`config.mk`:
```
export PLATFORM = sky130hd
export DESIGN_NAME = bmu_byte_multiplier_unit
export DESIGN_NICKNAME = d
export VERILOG_FILES = /design/src/bmu_mul_core.v /design/src/bmu_byte_multiplier_unit.v
export VERILOG_INCLUDE_DIRS = /design/src
export SDC_FILE = /design/constraint.sdc
export NUM_CORES = 1
export LEC_CHECK = 0
export BUFFER_PORTS_ARGS = -buffer_cell sky130_fd_sc_hd__buf_2
export CAP_MARGIN = 0
export CORE_ASPECT_RATIO = 0.9
export CORE_MARGIN = 2
export CORE_UTILIZATION = 55
export DETAILED_ROUTE_END_ITERATION = 6
export GPL_TIMING_DRIVEN = 0
export PLACE_DENSITY_LB_ADDON = 0.2
export SYNTH_ARGS = -nofsm -noshare
export SYNTH_HDL_FRONTEND = slang
export SYNTH_SLANG_ARGS = --single-unit
```
`constraint.sdc`:
```
create_clock -name ref_clk -period 1.8 [get_ports ref_clk]
set_input_delay 0.36 -clock ref_clk [delete_from_list [all_inputs] [get_ports ref_clk]]
set_output_delay 0.36 -clock ref_clk [all_outputs]
set_load 0.1 [all_outputs]
```
`src/bmu_defs.vh`:
```
// Constants for the byte multiplier unit.
// Assumes inclusion by bare name from the same folder.
`ifndef BMU_DEFS_VH
`define BMU_DEFS_VH
`define BMU_OPER_W      8
`define BMU_PROD_W      16
`define BMU_HI_MSB      15
`define BMU_HI_LSB      8
`define BMU_LO_MSB      7
`define BMU_LO_LSB      0
`define BMU_BYTE_RST    8'h00
`define BMU_FLAG_W      5
`define BMU_FLAG_RST    5'h00
`endif

```
`src/bmu_mul_core.v`:
```
// Unsigned combinational byte multiplier core.
// Assumes operands are stable for the cycle in which the product is captured.
`timescale 1ns/1ps
`default_nettype none
module bmu_mul_core #(
  parameter OPER_W = 8
) (
  // Operands
  input  wire [OPER_W-1:0]   op_a,
  input  wire [OPER_W-1:0]   op_b,
  // Product
  output wire [2*OPER_W-1:0] prod
);
  // Full unsigned product
  assign prod = op_a * op_b;
endmodule
`default_nettype wire

```
`src/bmu_byte_multiplier_unit.v`:
```
// Byte multiplier unit: working register times file register into product pair.
// Assumes the core execution datapath supplies operands, strobes and flags on ref_clk.
`timescale 1ns/1ps
`default_nettype none
`include "bmu_defs.vh"
// Functional notes
// - Both 8-bit operands are unsigned; the full unsigned product is computed.
// - The 16-bit product goes high byte to high register, low byte to low.
// - A multiply leaves every status flag exactly as it was.
// - The product is ready by the next instruction, one cycle after the strobe.
// - One operand is the working register, the other the addressed file register.
module bmu_byte_multiplier_unit #(
  parameter OPER_W = 8
) (
  // Clock and reset
  input  wire                   ref_clk,
  input  wire                   nrst,
  // Instruction strobe and operands
  input  wire                   multiply_working_by_file,
  input  wire [OPER_W-1:0]      working_register,
  input  wire [OPER_W-1:0]      file_register,
  // Software writes to the product pair
  input  wire                   wr_high_en,
  input  wire                   wr_low_en,
  input  wire [OPER_W-1:0]      wr_data,
  // Status flags
  input  wire                   flag_wr_en,
  input  wire [`BMU_FLAG_W-1:0] flag_wr_data,
  output reg  [`BMU_FLAG_W-1:0] status_flags_q,
  // Product pair
  output reg  [OPER_W-1:0]      product_high_byte_q,
  output reg  [OPER_W-1:0]      product_low_byte_q
);

  // Byte source selects
  localparam [1:0] SRC_HOLD = 2'b00;
  localparam [1:0] SRC_MUL  = 2'b01;
  localparam [1:0] SRC_SOFT = 2'b10;
  localparam       PROD_W   = 2 * OPER_W;

  // Reset synchroniser stages
  reg                    rst_s1_q;
  reg                    rst_s2_q;
  wire                   rst_n;

  // Multiplier result
  wire [PROD_W-1:0]      prod;
  wire [OPER_W-1:0]      prod_high;
  wire [OPER_W-1:0]      prod_low;

  // Byte selects
  reg  [1:0]             high_sel;
  reg  [1:0]             low_sel;

  // Next values
  reg  [OPER_W-1:0]      high_d;
  reg  [OPER_W-1:0]      low_d;
  reg  [`BMU_FLAG_W-1:0] flags_d;

  // Reset release synchroniser
  always @(posedge ref_clk or negedge nrst)
  begin
    if (!nrst)
    begin
      rst_s1_q <= 1'b0;
      rst_s2_q <= 1'b0;
    end
    else
    begin
      rst_s1_q <= 1'b1;
      rst_s2_q <= rst_s1_q;
    end
  end

  assign rst_n = rst_s2_q;

  // Multiplier array
  bmu_mul_core #(
    .OPER_W (OPER_W)
  ) u_core (
    .op_a (working_register),
    .op_b (file_register),
    .prod (prod)
  );

  // Product split into bytes
  assign prod_high = prod[PROD_W-1:OPER_W];
  assign prod_low  = prod[OPER_W-1:0];

  // High byte source; multiply wins over software write
  always @*
  begin
    high_sel = SRC_HOLD;
    if (multiply_working_by_file)
    begin
      high_sel = SRC_MUL;
    end
    else if (wr_high_en)
    begin
      high_sel = SRC_SOFT;
    end
  end

  // Low byte source; multiply wins over software write
  always @*
  begin
    low_sel = SRC_HOLD;
    if (multiply_working_by_file)
    begin
      low_sel = SRC_MUL;
    end
    else if (wr_low_en)
    begin
      low_sel = SRC_SOFT;
    end
  end

  // High byte next value
  always @*
  begin
    case (high_sel)
      SRC_MUL:
      begin
        high_d = prod_high;
      end
      SRC_SOFT:
      begin
        high_d = wr_data;
      end
      SRC_HOLD:
      begin
        high_d = product_high_byte_q;
      end
      default:
      begin
        high_d = product_high_byte_q;
      end
    endcase
  end

  // Low byte next value
  always @*
  begin
    case (low_sel)
      SRC_MUL:
      begin
        low_d = prod_low;
      end
      SRC_SOFT:
      begin
        low_d = wr_data;
      end
      SRC_HOLD:
      begin
        low_d = product_low_byte_q;
      end
      default:
      begin
        low_d = product_low_byte_q;
      end
    endcase
  end

  // Flags follow only their own writes
  always @*
  begin
    flags_d = status_flags_q;
    if (flag_wr_en)
    begin
      flags_d = flag_wr_data;
    end
  end

  // High byte capture in one cycle
  always @(posedge ref_clk or negedge rst_n)
  begin
    if (!rst_n)
    begin
      product_high_byte_q <= `BMU_BYTE_RST;
    end
    else
    begin
      product_high_byte_q <= high_d;
    end
  end

  // Low byte capture in one cycle
  always @(posedge ref_clk or negedge rst_n)
  begin
    if (!rst_n)
    begin
      product_low_byte_q <= `BMU_BYTE_RST;
    end
    else
    begin
      product_low_byte_q <= low_d;
    end
  end

  // Status flags register
  always @(posedge ref_clk or negedge rst_n)
  begin
    if (!rst_n)
    begin
      status_flags_q <= `BMU_FLAG_RST;
    end
    else
    begin
      status_flags_q <= flags_d;
    end
  end

endmodule
`default_nettype wire

```
==> summary.txt <==
OUTCOME
----------------------------------------------------------------------------------------
Outcome                                                                     finished, violations left
Failing checks                                                              negative setup slack

CLOCKING
----------------------------------------------------------------------------------------
Clk sinks                                                                             23
H-tree levels                                                                          1
Cts bufs inserted                                                                      3
Cell at the root of the clock tree                                          sky130_fd_sc_hd__clkbuf_8
Number of buffers between clock root and the deepest sink                              2
Insertion delay to the later sink of the worst-skew pair                         0.26 ns
TritonCTS clock tree                                                               built
Clk pin slew, worst setup/hold paths                                             0.08 ns

GLOBAL ROUTING
----------------------------------------------------------------------------------------
GR met3 Demand/Resource                                                            3.12%
Largest net degree at the start of global routing                                     22
Number of antenna violations at the first check in global routing                      0
First-pass GRT wire length                                                      11300 um
Grt total ovfl                                                                         0
Total routing usage reported by global routing                                     23.7%
Via count of the first global-routing pass                                          2520
Met2 usage in global routing                                                       43.0%
Busiest metal layer after global routing                                            met2
Routing usage on met1                                                              31.7%

ROUTING
----------------------------------------------------------------------------------------
Count of antenna-violating nets left after detailed routing                            0
DRC violation count after routing                                                      0
Number of search-and-repair iterations in the first detailed-routing pass              4
Total Wirelength                                                                 6930 um
WL per Instance                                                                  15.2 um
Drt first-iter violations                                                            176
Via count of the routed design                                                      2450
DR vias/cell                                                                        5.36

SYNTHESIS
----------------------------------------------------------------------------------------
Post-synth design cell area                                                   3070 sq um
Synth area leaders                                                          sky130_fd_sc_hd__fa_1 (23%), sky130_fd_sc_hd__dfrtp_1 (19%), sky130_fd_sc_hd__ha_1 (15%)
Post-Syn Nets                                                                        426
Fraction of registers with async set or reset after synthesis                       100%
Synth Register Bits                                                                   23
Yosys warning count                                                                    0
Top_reg_cell synth                                                          sky130_fd_sc_hd__dfrtp_1
Synth Instances                                                                      319
Average cell area after synthesis                                             9.63 sq um
Portion of the post-synthesis area used by sequential elements                     18.7%
Cell variety after synth                                                              40
Most area-hungry cell type in the Yosys netlist                             sky130_fd_sc_hd__fa_1
Number of synthesized flops with an enable pin                                         0
Area fraction of the dominant cell type after synthesis                            23.5%

LAYOUT
----------------------------------------------------------------------------------------
Count of fill cells added during filler insertion                                    390
Total inserted antenna cells                                                           0
Synth-to-layout area growth                                                        32.1%
Final net count                                                                      498
Area occupied by multi-input gates                                            2610 sq um
Share of final-layout standard cells stronger than drive strength 1                37.4%
Layout Cell Area excl Fill                                                    4060 sq um
Register area                                                                  576 sq um
Filler-free cell count of the finished design                                        457
Share of the core filled with cells                                                76.3%

CRITICAL PATH
----------------------------------------------------------------------------------------
Critical R2R Capture                                                        product_high_byte_q[7]
Logic depth of the worst register-to-register path                                     3
Crit-path max cell delay                                                         0.56 ns
Worst Path Arrival                                                               3.82 ns
Path type of the worst setup path                                           input port to flop
CP Capture Type                                                                     flop
Kind of start point of the critical path                                      input port
Crit path max fanout                                                                   7
Required time at the worst-slack endpoint                                        1.96 ns
Worst-path cell chain                                                       buf_12, and2_4, fa_1, fa_1, fa_1, inv_2, fa_1, inv_2, ha_4, o211ai_1, a21oi_2, o2111ai_2, a21o_1, a31o_1
CP max stage cell                                                           sky130_fd_sc_hd__fa_1
Worst path most repeated cell                                               sky130_fd_sc_hd__fa_1
Reg2Reg Setup Slack                                                              0.83 ns
RR Startpoint                                                               product_high_byte_q[7]

TIMING
----------------------------------------------------------------------------------------
Setup violations, final                                                               13
Worst Hold Margin                                                               0.322 ns
Fin worst setup slack                                                           -1.86 ns
Maximum clock rate                                                               273 MHz
Final number of hold-violating endpoints                                               0
Fin crit share                                                                      204%
Transition time at the pin with the least slew margin                           0.858 ns
Number of pins with negative max-slew slack in the final report                        0
Final setup TNS                                                                -18.81 ns
Unrepaired setup endpoints after global routing                                     true
Fin crit period                                                                  3.66 ns
Slew HR                                                                            42.8%
Clock skew after layout                                                       0.00112 ns

JOB
----------------------------------------------------------------------------------------
Max capacitance violation total                                                        0

DIE
----------------------------------------------------------------------------------------
Die extent in x                                                                  82.8 um
Die footprint                                                                 6200 sq um
Area inside the core boundary                                                 5320 sq um
Total I/O pin count                                                                   56
Initial standard-cell utilization of the core                                      57.7%
Die Y-Extent                                                                     74.9 um
# rows                                                                                25

PLACED DESIGN
----------------------------------------------------------------------------------------
Setup slack after placement                                                     -2.24 ns
Count of input and output buffers                                                     54
Placed wire-length estimate                                                      5480 um
Final GP Congestion                                                                0.812
Placed standard-cell area                                                     3630 sq um
Cell total after placement                                                           440

POWER
----------------------------------------------------------------------------------------
Worst IR drop on VDD                                                          0.000929 V
Total power consumption of the routed design                                     5.23 mW
PD cells                                                                    1290 nW/um^2
Static leakage                                                                   1.99 nW

WORST HOLD PATH
----------------------------------------------------------------------------------------
Endpoint of the worst hold-timing path                                      status_flags_q[2]
Min-Delay Startpoint                                                        flag_wr_data[2]
Number of instances on the worst hold path                                             2
Class of the most critical hold timing path                                 input port to flop

==> cells in the mapped netlist (2+ instances only) <==
master and count:
sky130_fd_sc_hd__a211oi_1 7, sky130_fd_sc_hd__o21ai_1 3, sky130_fd_sc_hd__xor2_1 5, sky130_fd_sc_hd__fa_1 36, sky130_fd_sc_hd__nor2_1 4, sky130_fd_sc_hd__nand2_1 24, sky130_fd_sc_hd__inv_1 48, sky130_fd_sc_hd__nand2b_1 3
sky130_fd_sc_hd__nand3_1 4, sky130_fd_sc_hd__nor2b_1 7, sky130_fd_sc_hd__mux2_2 5, sky130_fd_sc_hd__o21ai_0 7, sky130_fd_sc_hd__xnor2_1 3, sky130_fd_sc_hd__a21oi_2 2, sky130_fd_sc_hd__ha_1 36, sky130_fd_sc_hd__mux2i_1 12
sky130_fd_sc_hd__dfrtp_1 23, sky130_fd_sc_hd__a21o_1 3, sky130_fd_sc_hd__clkbuf_1 2, sky130_fd_sc_hd__and2_1 51, sky130_fd_sc_hd__a21oi_1 15
==> worst max path at each step <==
stage / slack (ns) / start / to
floorplan: -1.84 / working_register[3] / product_high_byte_q[5]
global route: -1.97 / file_register[7] / product_high_byte_q[5]
detailed placement: -2.24 / working_register[2] / product_high_byte_q[4]
finish: -1.86 / file_register[4] / product_high_byte_q[5]
CTS: -1.87 / working_register[2] / product_high_byte_q[6]
global placement: -2.17 / working_register[2] / product_high_byte_q[4]
==> layout by cell type, fill, tap and decap left out, types with 6 or more instances in the layout <==
cell type | synthesis | layout
sky130_fd_sc_hd__buf_12 | 0 | 7
sky130_fd_sc_hd__buf_6 | 1 | 8
sky130_fd_sc_hd__ha_1 | 36 | 25
sky130_fd_sc_hd__nand2_1 | 24 | 17
sky130_fd_sc_hd__dfrtp_1 | 23 | 23
sky130_fd_sc_hd__buf_2 | 1 | 43
sky130_fd_sc_hd__buf_4 | 1 | 9
sky130_fd_sc_hd__ha_4 | 0 | 11
sky130_fd_sc_hd__nor2b_1 | 7 | 7
sky130_fd_sc_hd__a21oi_2 | 2 | 7
sky130_fd_sc_hd__a21oi_1 | 15 | 8
sky130_fd_sc_hd__inv_2 | 0 | 7
sky130_fd_sc_hd__and2_1 | 51 | 36
sky130_fd_sc_hd__fa_1 | 36 | 32
sky130_fd_sc_hd__and2_4 | 0 | 15
sky130_fd_sc_hd__inv_1 | 48 | 41
sky130_fd_sc_hd__a211oi_1 | 7 | 6
sky130_fd_sc_hd__mux2i_1 | 12 | 12
==> cell type report <==
| class | instances | share of cell area [%] |
|---|---|---|
| inverters | 48 | 4.44 |
| well taps | 67 | 2.07 |
| clock buffers | 4 | 1.11 |
| multi-input cells | 243 | 64.4 |
| plain buffers | 5 | 0.771 |
| repair buffers | 67 | 13.1 |
| flip-flops and latches | 23 | 14.2 |
==> layer usage <==
metal | part of all wire (%) | up-vias
met4 | 0.29 | 0
met2 | 54 | 34
met5 | 0 | -
li1 | - | 1178
met3 | 2.5 | 4
met1 | 43 | 1234
==> worst max-delay path: cells and delay by family <==
kind	cells	cell delay [ns]
simple gates	1	0.16
compound gates	5	0.83
buf+inv	3	0.20
fa+ha+maj	5	2.27
==> sequential cells by signal, summed over array words and instances, names as in the netlist <==
register,count
product_high_byte_q,8
product_low_byte_q,8
rst_n,1
rst_s1_q,1
status_flags_q,5
==> report_power, final <==
group,switching [mW],leakage [nW],internal [mW]
clock network,0.161,0.0228,0.158
registers,0.0778,0.273,0.662
logic,2.59,1.69,1.58
==> kinds of logic (layout without fill, tap and decap cells) <==
kind of cell | count (synthesis) | count (layout) | share of synthesized area (%)
muxes | 17 | 17 | 5.75
DFF | 23 | 23 | 18.7
adders and majority gates | 72 | 72 | 38.1
AOI/OAI and AO/OA | 48 | 48 | 10.6
xor gates and xnor gates | 8 | 8 | 2.28
buffers and inverters | 53 | 124 | 6.89
and+or+nand+nor | 97 | 97 | 17.5
other | 1 | 1 | 0.122
==> what timing repair did <==
item,4_1_cts,5_1_grt
hold buffers,1,0
endpoints found under the setup margin,13,13
cloned,0,0
resized for setup,51,25
pin swaps,25,13
endpoints found under the hold margin,2,0
setup buffers,8,4
Note: power is estimated with default switching activity, not from simulation.
